[config.mk]
export PLATFORM = sky130hd
export DESIGN_NAME = hv_pulse_block_ctrl
export DESIGN_NICKNAME = d
export VERILOG_FILES = /design/src/rtl/hv_ctrl_pkg.sv /design/src/rtl/hv_filter_if.sv /design/src/rtl/hv_enable_filter.sv /design/src/rtl/hv_pulse_timer.sv /design/src/rtl/hv_pulse_block_ctrl.sv
export VERILOG_INCLUDE_DIRS = /design/src /design/src/rtl
export SDC_FILE = /design/constraint.sdc
export NUM_CORES = 1
export LEC_CHECK = 0
export ABC_AREA = 1
export BUFFER_PORTS_ARGS = -buffer_cell sky130_fd_sc_hd__buf_2
export CORE_ASPECT_RATIO = 1.4
export CORE_MARGIN = 2
export CORE_UTILIZATION = 36
export CTS_CLUSTER_SIZE = 8
export DETAILED_ROUTE_END_ITERATION = 8
export GPL_TIMING_DRIVEN = 0
export MAX_ROUTING_LAYER = met4
export SLEW_MARGIN = 15
export SYNTH_ARGS = -nofsm -noshare
export SYNTH_HDL_FRONTEND = slang
export SYNTH_SLANG_ARGS = --single-unit
[constraint.sdc]
create_clock -name clk -period 4.35 [get_ports clk]
set_input_delay 0.435 -clock clk [delete_from_list [all_inputs] [get_ports clk]]
set_output_delay 0.435 -clock clk [all_outputs]
set_load 0.02 [all_outputs]
[src/rtl/hv_ctrl_defs.svh]
// Offsets, field positions, reset values and timing counts of the HV control.
`ifndef HV_CTRL_DEFS_SVH
`define HV_CTRL_DEFS_SVH

`define OFS_PULSE_TIMING   4'h0
`define OFS_BLOCK_SELECT   4'h2
`define ADDR_W             4

`define PTC_MULT_LSB       0
`define PTC_MULT_W         7
`define PTC_RESET          7'h00

`define BSC_BLOCK_LSB      8
`define BSC_GEM_BIT        5
`define BSC_B0M_BIT        4
`define BSC_PES_BIT        2
`define BSC_SSL_BIT        1
`define BSC_PEN_BIT        0
`define BSC_RESET          16'h0000

`define BASE_PERIOD_NS     1000
`define CLK_PERIOD_NS      8
`define BASE_CYCLES        ((`BASE_PERIOD_NS + `CLK_PERIOD_NS - 1) / `CLK_PERIOD_NS)
`define BASE_CNT_W         8

`endif

[src/rtl/hv_ctrl_pkg.sv]
// Types shared by the HV control modules.
package hv_ctrl_pkg;
  typedef enum logic [1:0] {PULSE_IDLE, PULSE_RUN, PULSE_DONE} pulse_state_e;
  typedef logic [7:0] block_mask_t;
endpackage

[src/rtl/hv_filter_if.sv]
// Raw and filtered enable pin levels passed between the filter and the core.
`timescale 1ns/1ps
`default_nettype none
interface hv_filter_if;
  logic [1:0] rawPin;
  logic [1:0] filtered;
  modport filt (input rawPin, output filtered);
  modport core (output rawPin, input filtered);
endinterface
`default_nettype wire

[src/rtl/hv_enable_filter.sv]
// Two-sample agreement filters for the enable inputs.
`timescale 1ns/1ps
`default_nettype none
module hv_enable_filter (
  input  wire logic clk,
  input  wire logic arst_n,
  hv_filter_if.filt flt
);
  logic [1:0] lastSample;
  logic [1:0] outLevel;
  logic [1:0] next_lastSample;
  logic [1:0] next_outLevel;

  genvar g;
  generate
    for (g = 0; g < 2; g++) begin : gFilt
      always_comb begin
        next_lastSample[g] = flt.rawPin[g];
        // The output moves only once two samples in a row agree.
        next_outLevel[g] = (flt.rawPin[g] == lastSample[g]) ?
                           lastSample[g] : outLevel[g];
      end
    end
  endgenerate

  always_ff @(posedge clk or negedge arst_n) begin
    if (!arst_n) begin
      lastSample <= 2'h0;
      outLevel   <= 2'h0;
    end else begin
      lastSample <= next_lastSample;
      outLevel   <= next_outLevel;
    end
  end

  assign flt.filtered = outLevel;

  property p_filt_agree;
    @(posedge clk) disable iff (!arst_n)
      (flt.rawPin[0] != $past(flt.rawPin[0])) |=> $stable(outLevel[0]);
  endproperty
  a_filt_agree: assert property (p_filt_agree)
    else $error("global filter changed after one sample");

  property p_filt_b0;
    @(posedge clk) disable iff (!arst_n)
      (flt.rawPin[1] != $past(flt.rawPin[1])) |=> $stable(outLevel[1]);
  endproperty
  a_filt_b0: assert property (p_filt_b0)
    else $error("block zero filter changed after one sample");
endmodule
`default_nettype wire

[src/rtl/hv_pulse_timer.sv]
// Linear pulse stretcher: counts one plus multiplier base periods.
`timescale 1ns/1ps
`default_nettype none
`include "hv_ctrl_defs.svh"
module hv_pulse_timer
  import hv_ctrl_pkg::*;
(
  input  wire logic                   clk,
  input  wire logic                   arst_n,
  input  wire logic                   start,
  input  wire logic                   abort,
  input  wire logic [`PTC_MULT_W-1:0] mult,
  output logic                        active,
  output logic                        done
);
  localparam int BaseCycles = `BASE_CYCLES;
  localparam logic [`BASE_CNT_W-1:0] BaseLast =
    `BASE_CNT_W'(BaseCycles - 1);

  pulse_state_e               state;
  pulse_state_e               next_state;
  logic [`BASE_CNT_W-1:0]     baseCnt;
  logic [`BASE_CNT_W-1:0]     next_baseCnt;
  logic [`PTC_MULT_W-1:0]     periodCnt;
  logic [`PTC_MULT_W-1:0]     next_periodCnt;

  always_comb begin
    next_state     = state;
    next_baseCnt   = baseCnt;
    next_periodCnt = periodCnt;
    unique case (state)
      PULSE_IDLE: begin
        if (start) begin
          next_state     = PULSE_RUN;
          next_baseCnt   = '0;
          next_periodCnt = mult;
        end
      end
      PULSE_RUN: begin
        if (abort) begin
          next_state = PULSE_IDLE;
        end else if (baseCnt == BaseLast) begin
          next_baseCnt = '0;
          // Runs mult+1 base periods, so 1 to 128 in all.
          if (periodCnt == '0) begin
            next_state = PULSE_DONE;
          end else begin
            next_periodCnt = periodCnt - 1'b1;
          end
        end else begin
          next_baseCnt = baseCnt + 1'b1;
        end
      end
      PULSE_DONE: begin
        if (abort) begin
          next_state = PULSE_IDLE;
        end
      end
      default: next_state = PULSE_IDLE;
    endcase
  end

  always_ff @(posedge clk or negedge arst_n) begin
    if (!arst_n) begin
      state     <= PULSE_IDLE;
      baseCnt   <= '0;
      periodCnt <= '0;
    end else begin
      state     <= next_state;
      baseCnt   <= next_baseCnt;
      periodCnt <= next_periodCnt;
    end
  end

  assign active = (state == PULSE_RUN);
  assign done   = (state == PULSE_DONE);

  property p_period_step;
    @(posedge clk) disable iff (!arst_n)
      (active && !abort && baseCnt == BaseLast && periodCnt != '0)
        |=> (periodCnt == $past(periodCnt) - 1'b1);
  endproperty
  a_period_step: assert property (p_period_step)
    else $error("period counter did not step down");
endmodule
`default_nettype wire

[src/rtl/hv_pulse_block_ctrl.sv]
// High-voltage pulse timing, block select and enable monitor registers.
//
// Notes on behaviour
// Multiplier writes ignored while sequence locked.
// Pulse lasts one plus multiplier base periods.
// Block mask writes ignored while sequence locked.
// Every masked block gets the operation together.
// Software selects only blocks being programmed.
// Global enable captured at pulse-enable rise, held.
// Global monitor one means high voltage possible.
// Enable input filtered over two agreeing samples.
// Block zero monitor captured, filtered likewise.
// Block zero gated by captured block monitor.
// High voltage needs pulse-enable and global monitor.
// Lock bit writes ignored during pulse or status.
// Reserved bits read zero; reserved and monitor bits ignore writes.
`timescale 1ns/1ps
`default_nettype none
`include "hv_ctrl_defs.svh"
module hv_pulse_block_ctrl
  import hv_ctrl_pkg::*;
(
  input  wire logic                 clk,
  input  wire logic                 arst_n,
  input  wire logic [`ADDR_W-1:0]   regAddr,
  input  wire logic [15:0]          regWdata,
  input  wire logic                 regWrite,
  input  wire logic                 regRead,
  output logic      [15:0]          regRdata,
  input  wire logic                 progEraseEnableInput,
  input  wire logic                 blockZeroEnableInput,
  output logic                      hvActive,
  output logic      [7:0]           blockHvEnable,
  output logic                      programOrEraseSelect,
  output logic                      pulseDone
);
  // ---------------------------------------------------------------------
  // Register state
  // ---------------------------------------------------------------------
  logic [`PTC_MULT_W-1:0] pulseLinearMultiplier;
  logic [`PTC_MULT_W-1:0] next_pulseLinearMultiplier;
  block_mask_t            blockMask;
  block_mask_t            next_blockMask;
  logic                   progOrErase;
  logic                   next_progOrErase;
  logic                   sequenceStartLock;
  logic                   next_sequenceStartLock;
  logic                   pulseEnable;
  logic                   next_pulseEnable;
  logic                   globalEnableMonitor;
  logic                   next_globalEnableMonitor;
  logic                   blockZeroEnableMonitor;
  logic                   next_blockZeroEnableMonitor;
  logic [15:0]            next_regRdata;
  logic                   highVoltageStatus;
  logic                   timerActive;
  logic                   timerDone;

  function automatic logic hit(input logic [`ADDR_W-1:0] a,
                               input logic [`ADDR_W-1:0] ofs);
    hit = (a == ofs);
  endfunction

  logic wrTiming;
  logic wrBlock;
  assign wrTiming = regWrite && hit(regAddr, `OFS_PULSE_TIMING);
  assign wrBlock  = regWrite && hit(regAddr, `OFS_BLOCK_SELECT);

  // ---------------------------------------------------------------------
  // Enable filters and pulse timer
  // ---------------------------------------------------------------------
  hv_filter_if filtBus ();
  assign filtBus.rawPin = {blockZeroEnableInput, progEraseEnableInput};

  hv_enable_filter hv_enable_filter_i (
    .clk    (clk),
    .arst_n (arst_n),
    .flt    (filtBus)
  );

  hv_pulse_timer hv_pulse_timer_i (
    .clk    (clk),
    .arst_n (arst_n),
    .start  (pulseEnable && globalEnableMonitor && !timerActive
             && !timerDone),
    .abort  (!pulseEnable),
    .mult   (pulseLinearMultiplier),
    .active (timerActive),
    .done   (timerDone)
  );

  // Status stays high for the running pulse only; no recovery time is added.
  assign highVoltageStatus = timerActive;

  // ---------------------------------------------------------------------
  // Next-state logic
  // ---------------------------------------------------------------------
  always_comb begin
    next_pulseLinearMultiplier  = pulseLinearMultiplier;
    next_blockMask              = blockMask;
    next_progOrErase            = progOrErase;
    next_sequenceStartLock      = sequenceStartLock;
    next_pulseEnable            = pulseEnable;
    next_globalEnableMonitor    = globalEnableMonitor;
    next_blockZeroEnableMonitor = blockZeroEnableMonitor;

    if (wrTiming && !sequenceStartLock) begin
      next_pulseLinearMultiplier =
        regWdata[`PTC_MULT_LSB +: `PTC_MULT_W];
    end
    if (wrBlock) begin
      if (!sequenceStartLock) begin
        next_blockMask   = regWdata[`BSC_BLOCK_LSB +: 8];
        next_progOrErase = regWdata[`BSC_PES_BIT];
      end
      if (!highVoltageStatus && !pulseEnable) begin
        next_sequenceStartLock = regWdata[`BSC_SSL_BIT];
      end
      // Pulse-enable only sets inside a locked sequence; clearing always works.
      next_pulseEnable = regWdata[`BSC_PEN_BIT] && sequenceStartLock;
    end
    // Monitors track the filter while idle and freeze on the pulse-enable rise.
    if (!pulseEnable) begin
      next_globalEnableMonitor    = filtBus.filtered[0];
      next_blockZeroEnableMonitor = filtBus.filtered[1];
    end

    next_regRdata = 16'h0000;
    if (regRead) begin
      unique case (regAddr)
        `OFS_PULSE_TIMING: begin
          next_regRdata[15] = highVoltageStatus;
          next_regRdata[`PTC_MULT_LSB +: `PTC_MULT_W] =
            pulseLinearMultiplier;
        end
        `OFS_BLOCK_SELECT: begin
          next_regRdata[`BSC_BLOCK_LSB +: 8] = blockMask;
          next_regRdata[`BSC_GEM_BIT] = globalEnableMonitor;
          next_regRdata[`BSC_B0M_BIT] = blockZeroEnableMonitor;
          next_regRdata[`BSC_PES_BIT] = progOrErase;
          next_regRdata[`BSC_SSL_BIT] = sequenceStartLock;
          next_regRdata[`BSC_PEN_BIT] = pulseEnable;
        end
        default: next_regRdata = 16'h0000;
      endcase
    end
  end

  always_ff @(posedge clk or negedge arst_n) begin
    if (!arst_n) begin
      pulseLinearMultiplier  <= `PTC_RESET;
      blockMask              <= block_mask_t'(`BSC_RESET >> `BSC_BLOCK_LSB);
      progOrErase            <= 1'b0;
      sequenceStartLock      <= 1'b0;
      pulseEnable            <= 1'b0;
      globalEnableMonitor    <= 1'b0;
      blockZeroEnableMonitor <= 1'b0;
      regRdata               <= 16'h0000;
    end else begin
      pulseLinearMultiplier  <= next_pulseLinearMultiplier;
      blockMask              <= next_blockMask;
      progOrErase            <= next_progOrErase;
      sequenceStartLock      <= next_sequenceStartLock;
      pulseEnable            <= next_pulseEnable;
      globalEnableMonitor    <= next_globalEnableMonitor;
      blockZeroEnableMonitor <= next_blockZeroEnableMonitor;
      regRdata               <= next_regRdata;
    end
  end

  // ---------------------------------------------------------------------
  // High-voltage outputs
  // ---------------------------------------------------------------------
  // Mask bits only route the pulse; software must select real targets.
  // The timer aborts one edge late, so pulse-enable gates the output itself.
  assign hvActive = timerActive && pulseEnable && globalEnableMonitor;
  genvar b;
  generate
    for (b = 0; b < 8; b++) begin : gBlk
      if (b == 0) begin : gZero
        assign blockHvEnable[b] =
          hvActive && blockMask[b] && blockZeroEnableMonitor;
      end else begin : gOther
        assign blockHvEnable[b] = hvActive && blockMask[b];
      end
    end
  endgenerate
  assign programOrEraseSelect = progOrErase;
  assign pulseDone            = timerDone;

  // ---------------------------------------------------------------------
  // Checks
  // ---------------------------------------------------------------------
  property p_mult_lock;
    @(posedge clk) disable iff (!arst_n)
      (wrTiming && sequenceStartLock) |=> $stable(pulseLinearMultiplier);
  endproperty
  a_mult_lock: assert property (p_mult_lock)
    else $error("multiplier changed while locked");

  property p_mask_lock;
    @(posedge clk) disable iff (!arst_n)
      (wrBlock && sequenceStartLock) |=> $stable(blockMask);
  endproperty
  a_mask_lock: assert property (p_mask_lock)
    else $error("block mask changed while locked");

  property p_lock_hold;
    @(posedge clk) disable iff (!arst_n)
      (wrBlock && (pulseEnable || highVoltageStatus))
        |=> $stable(sequenceStartLock);
  endproperty
  a_lock_hold: assert property (p_lock_hold)
    else $error("lock bit changed during pulse");

  property p_monitor_hold;
    @(posedge clk) disable iff (!arst_n)
      (pulseEnable && $past(pulseEnable))
        |-> $stable(globalEnableMonitor) && $stable(blockZeroEnableMonitor);
  endproperty
  a_monitor_hold: assert property (p_monitor_hold)
    else $error("monitor moved while pulse enabled");

  property p_hv_gate;
    @(posedge clk) disable iff (!arst_n)
      hvActive |-> pulseEnable && globalEnableMonitor;
  endproperty
  a_hv_gate: assert property (p_hv_gate)
    else $error("high voltage without both enables");

  property p_block_zero;
    @(posedge clk) disable iff (!arst_n)
      !blockZeroEnableMonitor |-> !blockHvEnable[0];
  endproperty
  a_block_zero: assert property (p_block_zero)
    else $error("block zero driven while disabled");

  property p_blocks;
    @(posedge clk) disable iff (!arst_n)
      hvActive |-> (blockHvEnable[7:1] == blockMask[7:1]);
  endproperty
  a_blocks: assert property (p_blocks)
    else $error("selected blocks not driven together");

  property p_read_zero;
    @(posedge clk) disable iff (!arst_n)
      (regRead && hit(regAddr, `OFS_BLOCK_SELECT))
        |=> (regRdata[7:6] == 2'h0) && !regRdata[3];
  endproperty
  a_read_zero: assert property (p_read_zero)
    else $error("reserved bits read non-zero");

  property p_monitor_read;
    @(posedge clk) disable iff (!arst_n)
      (regRead && hit(regAddr, `OFS_BLOCK_SELECT))
        |=> regRdata[`BSC_GEM_BIT] == $past(globalEnableMonitor);
  endproperty
  a_monitor_read: assert property (p_monitor_read)
    else $error("global monitor read wrong");

  property p_mult_write;
    @(posedge clk) disable iff (!arst_n)
      (wrTiming && !sequenceStartLock)
        |=> (pulseLinearMultiplier ==
             $past(regWdata[`PTC_MULT_LSB +: `PTC_MULT_W]));
  endproperty
  a_mult_write: assert property (p_mult_write)
    else $error("multiplier write was lost");

  property p_mask_write;
    @(posedge clk) disable iff (!arst_n)
      (wrBlock && !sequenceStartLock)
        |=> (blockMask == $past(regWdata[`BSC_BLOCK_LSB +: 8]));
  endproperty
  a_mask_write: assert property (p_mask_write)
    else $error("block mask write was lost");

  property p_lock_write;
    @(posedge clk) disable iff (!arst_n)
      (wrBlock && !pulseEnable && !highVoltageStatus)
        |=> (sequenceStartLock == $past(regWdata[`BSC_SSL_BIT]));
  endproperty
  a_lock_write: assert property (p_lock_write)
    else $error("lock bit write was lost");

  property p_capture_global;
    @(posedge clk) disable iff (!arst_n)
      $rose(pulseEnable)
        |-> (globalEnableMonitor == $past(filtBus.filtered[0]));
  endproperty
  a_capture_global: assert property (p_capture_global)
    else $error("global monitor not captured at pulse start");

  property p_capture_b0;
    @(posedge clk) disable iff (!arst_n)
      $rose(pulseEnable)
        |-> (blockZeroEnableMonitor == $past(filtBus.filtered[1]));
  endproperty
  a_capture_b0: assert property (p_capture_b0)
    else $error("block zero monitor not captured at pulse start");

  property p_b0_read;
    @(posedge clk) disable iff (!arst_n)
      (regRead && hit(regAddr, `OFS_BLOCK_SELECT))
        |=> regRdata[`BSC_B0M_BIT] == $past(blockZeroEnableMonitor);
  endproperty
  a_b0_read: assert property (p_b0_read)
    else $error("block zero monitor read wrong");

  property p_timing_read;
    @(posedge clk) disable iff (!arst_n)
      (regRead && hit(regAddr, `OFS_PULSE_TIMING))
        |=> (regRdata[15] == $past(highVoltageStatus))
            && (regRdata[14:7] == 8'h00);
  endproperty
  a_timing_read: assert property (p_timing_read)
    else $error("timing register read wrong");

  property p_mult_read;
    @(posedge clk) disable iff (!arst_n)
      (regRead && hit(regAddr, `OFS_PULSE_TIMING))
        |=> (regRdata[`PTC_MULT_LSB +: `PTC_MULT_W]
             == $past(pulseLinearMultiplier));
  endproperty
  a_mult_read: assert property (p_mult_read)
    else $error("multiplier read wrong");

  property p_idle_read;
    @(posedge clk) disable iff (!arst_n)
      !(regRead && (hit(regAddr, `OFS_PULSE_TIMING)
                    || hit(regAddr, `OFS_BLOCK_SELECT)))
        |=> (regRdata == 16'h0000);
  endproperty
  a_idle_read: assert property (p_idle_read)
    else $error("read data not zero outside a read");

  property p_abort;
    @(posedge clk) disable iff (!arst_n)
      !pulseEnable |=> !highVoltageStatus;
  endproperty
  a_abort: assert property (p_abort)
    else $error("pulse kept running after pulse-enable cleared");

  property p_blocks_off;
    @(posedge clk) disable iff (!arst_n)
      !hvActive |-> (blockHvEnable == 8'h00);
  endproperty
  a_blocks_off: assert property (p_blocks_off)
    else $error("block enabled without high voltage");

  property p_mask_idle;
    @(posedge clk) disable iff (!arst_n)
      !wrBlock |=> $stable(blockMask) && $stable(progOrErase);
  endproperty
  a_mask_idle: assert property (p_mask_idle)
    else $error("block mask moved without a write");
endmodule
`default_nettype wire

# After elaboration in Yosys (flattened, before gate mapping)

Cells that the tools add are included.

Memories kept: 0
Input port bits: 26
Bits in writable memories: 0
Word-level logic and storage cells: 84
Output and inout bits: 27
Bits in read-only memories: 0
Register bits after elaboration: 57
Bits in latches: 0

Equal/unequal tests: 13
Divide/modulo/power cells: 0
Bitwise logic cells: 1
$mul: 0
Add/subtract/negate cells: 2
Order comparisons: 0
Shift operators: 0
Reductions and logical operators: 32
Multiplexer cells: 22

Operators by type and width:

| cell                  | count |
|---|---|
| $mux W7               | 5 |
| $mux W8               | 3 |
| $logic_and A1 B1 Y1   | 19 |
| $mux W16              | 1 |
| $pmux W8 S2           | 1 |
| $pmux W7 S2           | 1 |
| $mux W2               | 5 |
| $add A8 B1 Y8 const B | 1 |
| $eq A8 B7 Y1 const B  | 1 |
| $logic_not A7 Y1      | 1 |
| $sub A7 B1 Y7 const B | 1 |
| $ne A2 B2 Y1 const B  | 3 |
| $ne A3 B2 Y1 const B  | 2 |
| $pmux W2 S3           | 1 |
| $pmux W3 S2           | 1 |
| $reduce_and A5 Y1     | 1 |
| $eq A4 B2 Y1 const B  | 1 |
| $logic_not A1 Y1      | 4 |
| $logic_not A4 Y1      | 1 |
| $ne A2 B1 Y1 const B  | 2 |
| $pmux W2 S2           | 1 |
| $reduce_and A2 Y1     | 2 |
| $reduce_and A4 Y1     | 1 |
| $reduce_and A3 Y1     | 1 |
| other kinds (8)       | 10 |

# Logic depth before layout (Yosys ltp)

Gate-level depths: netlist (run 1).

Word-level depth: 6
Depth in mapped cells: 10
Gate-level depth less buffers: 10

# Modules after synthesis

A second synthesis (run 1) with hierarchy kept.

Cells, all modules: 341
Area, all modules: 2,825.2 sq um

Modules (own cells, without submodules):

| module              | area an instance (sq um) | seq. area each (sq um) | cells each | instances |
|---|---|---|---|---|
| hv_pulse_block_ctrl | 1,537.7                  | 875.8                  | 166        | 1 |
| hv_pulse_timer      | 1,154.9                  | 425.4                  | 163        | 1 |
| hv_enable_filter    | 132.6                    | 100.1                  | 12         | 1 |

# Worst setup path after synthesis (run 1)

Ideal clock, no wire load.

Path type: reg-to-output
From: register hv_pulse_timer_i.state[1]
To: output port blockHvEnable[0]
Arrival: 1,682 ps
Path slack: 2,233 ps
Cell stages (with the launch flop): 6
Data required time: 3,915 ps
Path buffers: 0
Path through: dfrtp_1 > inv_1 > nand2_1 > nor2_1 > inv_1 > nor3_1

Cells in the longest elaborated chain, start to end: 5

RTL lines:

| element                           | line                       | text |
|---|---|---|
| start, declared                   | hv_pulse_timer.sv:20       | `pulse_state_e state;` |
| start signal, assigned            | hv_pulse_timer.sv:69       | `state <= next_state;` |
| $eq A2 B1 Y1                      | hv_pulse_timer.sv:75       | `assign active = (state == PULSE_RUN);` |
| $logic_and A1 B1 Y1 (2 in series) | hv_pulse_block_ctrl.sv:176 | `assign hvActive = timerActive && pulseEnable && globalEnableMonitor;` |
| via hvActive                      | hv_pulse_block_ctrl.sv:32  | `output logic hvActive,` |
| $logic_and A1 B1 Y1 (2 in series) | hv_pulse_block_ctrl.sv:182 | `hvActive && blockMask[b] && blockZeroEnableMonitor;` |
| end, declared                     | hv_pulse_block_ctrl.sv:33  | `output logic [7:0] blockHvEnable,` |

The timed path passes the listed nets, and every way through them passes these cells.

# Final worst setup path (run 1)

From: register hv_pulse_timer_i.state[1]
To: output port blockHvEnable[0]

Cells in the longest elaborated chain, start to end: 5

RTL lines:

| element                           | line |
|---|---|
| $eq A2 B1 Y1                      | hv_pulse_timer.sv:75 |
| $logic_and A1 B1 Y1 (2 in series) | hv_pulse_block_ctrl.sv:176 |
| $logic_and A1 B1 Y1 (2 in series) | hv_pulse_block_ctrl.sv:182 |

Every way passes these cells.

==> results_dict.tcl, run 1 <==
set metrics [dict create \
    min_period_over_period_pct 51.12 \
    crit_chain "inv_1, nand2_1, nor2_1, inv_1, nor3_1, buf_2" \
    cts_root_buffer "clkbuf_8" \
    grt_antenna_before_repair 0 \
    drt_iter0_drc 59 \
    cp_data_arrival_time_ns 1.79 \
    tritoncts "yes" \
    dp.cells 449 \
    max-slew-margin-rel_pct 53.28 \
    avgRoutedWirePerCell_microns 11.82 \
    drtAntennaViolNets 0 \
    cp_common_cell "inv_1" \
    worstPathRequired_ns 3.91 \
    ys_seq_elements 56 \
    synth.avg_cell_area_sq_um 8.459 \
    final_common_cell "nand2_1" \
    clock_latency_ns 0.32 \
    vias_per_cell 4.593 \
    post_cts_resized 0 \
    r2r-end "hv_pulse_timer_i.periodCnt[2]$_DFFE_PN0P_" \
    core_sq_um 6937 \
    io_buffers 49 \
    dr.pass1.iters 4 \
    path_class "register to output port" \
    critPathMaxFanout 8 \
    p_per_area_nw_per_um2 460.8 \
    synth.distinct_cells 29 \
    die_width_microns 75.55 \
    syn_to_final_growth_pct 18.82 \
    setup_viol 0 \
    cp-start-kind "register" \
    dpl-instance-area_sq_um 2947 \
    grt_pass1_vias 2110 \
    path_buf_inv 3 \
    wl_mm 5.402 \
    ir_worst_vdd_mv 0.2528 \
    drive_gt1_share_pct 21.27 \
    fmax_ghz 0.4497 \
    timing.rr.start "hv_pulse_timer_i.periodCnt[0]$_DFFE_PN0P_" \
    cp_top_family "simple AND/OR/NAND/NOR gates" \
    fin_area_sq_um 3065 \
    tns_ns 0 \
    synthTopCellsByArea "dfrtp_1 54%, nand2_1 11%, nor2_1 7.3%" \
    synth_seq_area_share_pct 54.32 \
    antenna_cells 0 \
    cp-end-kind "output port" \
    finalHoldViolations 0 \
    status "finished clean" \
    drcViolationCount 0 \
    synthArstFlopShare_pct 100.0 \
    cpPeakStageDelay_ns 0.46 \
    place_congestion 0.7958 \
    hpwl_mm 4.025 \
    ys_warn_count 0 \
    synth_area_leader_cell "dfrtp_1" \
    cts_setup_buffers 0 \
    cap_violations 0 \
    cp_slowest_cell "dfrtp_1" \
    syn-cell-area_sq_um 2580 \
    clk_pin_slew_worst_paths_ns 0.11 \
    pin_count 53 \
    worst_pin_slew_ns 0.7008 \
    syn_nets 334 \
    htree_levels 2 \
    die_area_sq_um 7869 \
    numCtsBuffers 5 \
    grt.overflow.total 0 \
    initial_core_util_pct 37.19 \
    finClkSkew_ns 0.01397 \
    grt_start_max_net_pins 57 \
    nNetsFinal 390 \
    clock-sinks 56 \
    ctsHoldBuffers 0 \
    synth_edf_count 0 \
    track_usage_pct 15.86 \
    finalCriticalPeriod_ns 2.224 \
    via_count 2099 \
    rsz0062_at_grt "false" \
    startpoint "hv_pulse_timer_i.state[1]$_DFFE_PN0P_" \
    syn-instance-count 305 \
    die-height_microns 104.2 \
    rows 36 \
    synth_flop_cell "dfrtp_1" \
    grt_pass1_wl_mm 9.432 \
    r2r_slack_ns 2.70 \
    p_leak_nw 1.659 \
    yosys.area.top_type_share_pct 54.32 \
    mostFrequentLayoutCells "77 x nand2_1, 56 x dfrtp_1, 50 x nor2_1" \
    slew_viol_final 0 \
    ff2ff_path_depth 9 \
    worstHoldPathType "input pin to asynchronous set/reset pin" \
    layoutNonFillerInstCount 457 \
    clock_path_buffers 2 \
]
==> synth_stat cells (all sizes together) (2+ instances only) <==
cell type	n
inv	32
dfrtp	56
nand4	5
xor2	2
buf	5
nor3	4
a21oi	11
ha	3
nand2	84
maj3	2
o21ai	18
nand3	22
nor2	54
==> logic make-up (layout without fill, tap and decap cells) <==
logic type | Yosys count | in the layout | share of synthesized area, %
simple gates | 170 | 170 | 29.44
fa+ha+maj | 5 | 5 | 2.231
compound gates | 32 | 32 | 6.402
other cells | 1 | 1 | 0.1454
xor+xnor | 3 | 3 | 1.019
buf+inv | 38 | 95 | 6.449
flops | 56 | 56 | 54.32
==> stage by stage <==
step           util, %  hold slack, ns  total power, mW  setup WS [ns]
2_1_floorplan        -          0.1394           0.9566          2.233
3_3_place_gp     42.44          0.4552            1.056          2.448
3_5_place_dp     42.48          0.4593            1.067          2.482
4_1_cts          44.19          0.1893            1.428          2.111
5_1_grt          44.19          0.2092            1.525          1.948
6_report         44.19          0.1488            1.412          2.126
==> registers in the layout, indices dropped and copies added (netlist names) <==
name	cells
programOrEraseSelect	1
hv_enable_filter_i.lastSample	2
pulseEnable	1
regRdata	15
hv_pulse_timer_i.state	2
pulseLinearMultiplier	7
globalEnableMonitor	1
hv_pulse_timer_i.periodCnt	7
blockMask	8
hv_pulse_timer_i.baseCnt	8
hv_enable_filter_i.flt.filtered	2
sequenceStartLock	1
blockZeroEnableMonitor	1
==> metal layers <==
metal / up-vias / GRT usage (%) / share of wire (%)
met3: 6 / 2.713 / 3.4
met5: - / - / 0
met4: 0 / 4.762 / 1.2
li1: 1072 / - / -
met1: 970 / 18.74 / 42
met2: 51 / 26.96 / 53
==> worst register-to-register path, cell delays in order (launching register included) <==
cell     delay (ns)
dfrtp_1        0.41
inv_1          0.14
ha_1           0.21
nand2_1        0.09
nor2_1         0.17
nand3_1        0.13
nor2_1         0.20
nor2_4         0.09
nand2_1        0.07
nand2_1        0.05
==> how the worst max path moves through the flow <==
stage | to | slack [ns] | cells past startpoint
final | blockHvEnable[0] | 2.13 | 6
after global routing | blockHvEnable[0] | 1.95 | 6
after CTS | blockHvEnable[0] | 2.11 | 6
after detailed placement | blockHvEnable[0] | 2.48 | 6
after global placement | blockHvEnable[0] | 2.45 | 6
after floorplan | blockHvEnable[0] | 2.23 | 5
==> cell type report <==
cell class | instances | area (sq um)
Fill cell | 704 | 3871
Multi-Input combinational cell | 211 | 1012
Clock buffer | 5 | 68.82
Sequential cell | 56 | 1401
Buffer | 6 | 46.29
Tap cell | 95 | 118.9
Inverter | 32 | 120.1
Clock inverter | 3 | 50.05
Timing Repair Buffer | 49 | 247.7
==> power by group <==
| part | total, mW | leakage, nW | internal [mW] | switching, mW |
|---|---|---|---|---|
| combinational | 0.380 | 0.884 | 0.136 | 0.243 |
| sequential | 0.672 | 0.714 | 0.605 | 0.0676 |
| clock | 0.360 | 0.0607 | 0.178 | 0.183 |
| total | 1.41 | 1.66 | 0.919 | 0.494 |
No activity file was read; power rests on OpenSTA's default activity.
==> inputs of run 2 (changes only) <==
==> constraint.sdc (replaced) <==
create_clock -name clk -period 2.1 [get_ports clk]
set_input_delay 0.21 -clock clk [delete_from_list [all_inputs] [get_ports clk]]
set_output_delay 0.21 -clock clk [all_outputs]
set_load 0.02 [all_outputs]
==> run 2 against run 1 <==
Via count rose by 0.95%. Routed wire length rose by 0.28%. Critical path depth did not move. Register-to-register slack got worse by 2.2 ns. Non-clock buffer count rose by 3. Largest power group unchanged.
==> results_dict.tcl, run 2 (same netlist as run 1, synthesis figures left out) <==
set metrics [dict create \
    setup_viol 0 \
    die_area_sq_um 7869 \
    ir_worst_vdd_mv 0.5250 \
    htree_levels 2 \
    status "finished clean" \
    rsz0062_at_grt "false" \
    p_leak_nw 1.672 \
    worstPathRequired_ns 1.89 \
    worst_pin_slew_ns 0.7034 \
    grt_start_max_net_pins 57 \
    cp-start-kind "register" \
    track_usage_pct 15.86 \
    finClkSkew_ns 0.01511 \
    reg_top3 "regRdata x15, blockMask x8, hv_pulse_timer_i.baseCnt x8" \
    grt_busiest_layer "met2" \
    via_count 2119 \
    clk_pin_slew_worst_paths_ns 0.11 \
    core_sq_um 6937 \
    cp-end-kind "output port" \
    tns_ns 0 \
    die-height_microns 104.2 \
    grt_use_met1_pct 18.74 \
    mostFrequentLayoutCells "76 x nand2_1, 56 x dfrtp_1, 49 x nor2_1, 49 x buf_2, 31 x inv_1" \
    drt_iter0_drc 49 \
    r2r-end "hv_pulse_timer_i.periodCnt[2]$_DFFE_PN0P_" \
    cts_root_buffer "clkbuf_8" \
    initial_core_util_pct 37.19 \
    layoutNonFillerInstCount 460 \
    antenna_cells 0 \
    worstHoldPathType "input pin to register" \
    clock-sinks 56 \
    pin_count 53 \
    max-slew-margin-rel_pct 53.11 \
    dp.cells 449 \
    syn_to_final_growth_pct 20.17 \
    numCtsBuffers 5 \
    dr.pass1.iters 4 \
    power.total_mw 2.935 \
    cpPeakStageDelay_ns 0.47 \
    nNetsFinal 393 \
    cp_top_family "buffers and inverters" \
    crit_chain "inv_1, nand2_2, nor2_2, inv_1, nor3_1, buf_2" \
    vias_per_cell 4.607 \
    final_common_cell "nand2_1" \
    grt_pass1_vias 2110 \
    io_buffers 49 \
    largest_register_ffs 15 \
    grt_antenna_before_repair 0 \
    critPathMaxFanout 8 \
    top_register "regRdata" \
    drive_gt1_share_pct 21.64 \
    timing.rr.start "hv_pulse_timer_i.periodCnt[0]$_DFFE_PN0P_" \
    grt.overflow.total 0 \
    grt_use_met3_pct 2.713 \
    cp_slowest_cell "dfrtp_1" \
    slew_viol_final 0 \
    finalCriticalPeriod_ns 1.874 \
    fill_cells 704 \
    hold_path_depth 3 \
    hold_slack_ns 0.1214 \
    gr-usage-met2_pct 26.96 \
    rows 36 \
    ff2ff_path_depth 9 \
    drcViolationCount 0 \
    cp_data_arrival_time_ns 1.66 \
    path_class "register to output port" \
    place_congestion 0.7958 \
    die_width_microns 75.55 \
    path_buf_inv 3 \
    finalHoldViolations 0 \
    fmax_ghz 0.5337 \
    cap_violations 0 \
    tritoncts "yes" \
    r2r_slack_ns 0.46 \
    min_period_over_period_pct 89.22 \
    grt_pass1_wl_mm 9.432 \
    cp_common_cell "inv_1" \
    wl_mm 5.417 \
    clock_latency_ns 0.32 \
    p_per_area_nw_per_um2 946.6 \
    hpwl_mm 4.025 \
    cts_setup_buffers 0 \
    drtAntennaViolNets 0 \
    min_from "regWdata[4]" \
    avgRoutedWirePerCell_microns 11.78 \
    clock_path_buffers 2 \
    min_to "pulseLinearMultiplier[4]$_DFFE_PN0P_" \
]
## run 2: cell types whose count changed in the layout (fill, tap and decap cells not counted), sizes merged
cell         previous run  this run
dlygate4sd3             0         3
## run 2: cell type report
class                           count  area (sq um)  area share [%]
Buffer                              6         46.29           1.493
Clock buffer                        5         68.82           2.220
Clock inverter                      3         50.05           1.614
Inverter                           32         120.1           3.874
Multi-Input combinational cell    211          1017           32.81
Sequential cell                    56          1401           45.20
Tap cell                           95         118.9           3.834
Timing Repair Buffer               52         277.8           8.959
## run 2: routing by layer
layer / routed length (microns) / vias to the layer above
met3: 193 / 6
met2: 2868 / 54
li1: - / 1079
met1: 2289 / 980
met4: 65 / 0
met5: 0 / -
## run 2: where the power goes
group          switching (mW)  internal (mW)  leakage, nW
registers               0.141           1.25        0.714
clock network           0.380          0.369       0.0607
logic                   0.505          0.287        0.896
total                    1.03           1.91         1.67
## run 2: how the worst max path moves through the flow
stage | to | slack (ns) | depth (start not counted) | start
detailed placement | blockHvEnable[0] | 0.46 | 6 | hv_pulse_timer_i.state[1]$_DFFE_PN0P_
floorplan | blockHvEnable[0] | 0.21 | 5 | hv_pulse_timer_i.state[1]$_DFFE_PN0P_
CTS | blockHvEnable[0] | 0.09 | 6 | hv_pulse_timer_i.state[1]$_DFFE_PN0P_
global placement | blockHvEnable[0] | 0.42 | 6 | hv_pulse_timer_i.state[1]$_DFFE_PN0P_
global route | blockHvEnable[0] | 0.06 | 6 | hv_pulse_timer_i.state[1]$_DFFE_PN0P_
finish | blockHvEnable[0] | 0.23 | 6 | hv_pulse_timer_i.state[1]$_DFFE_PN0P_
## run 2: worst register-to-register path, cell delays in order (launching register included)
cell     delay (ns)
dfrtp_1        0.41
inv_1          0.14
ha_1           0.21
nand2_1        0.09
nor2_1         0.17
nand3_1        0.13
nor2_1         0.20
nor2_4         0.09
nand2_1        0.07
nand2_1        0.05
## run 2: repair_timing
item / in CTS / in global routing
endpoints found under the setup margin: 0 / 1
gates resized for setup: 0 / 2
endpoints found under the hold margin: 56 / 2
hold buffers: 1 / 2
## run 2: metrics by stage
step	util, %	setup WS (ns)	instance area [sq um]
2_1_floorplan	-	0.2077	2580
3_3_place_gp	42.44	0.4234	2944
3_5_place_dp	42.48	0.4567	2947
4_1_cts	44.34	0.08557	3075
5_1_grt	44.70	0.05948	3100
6_report	44.70	0.2263	3100
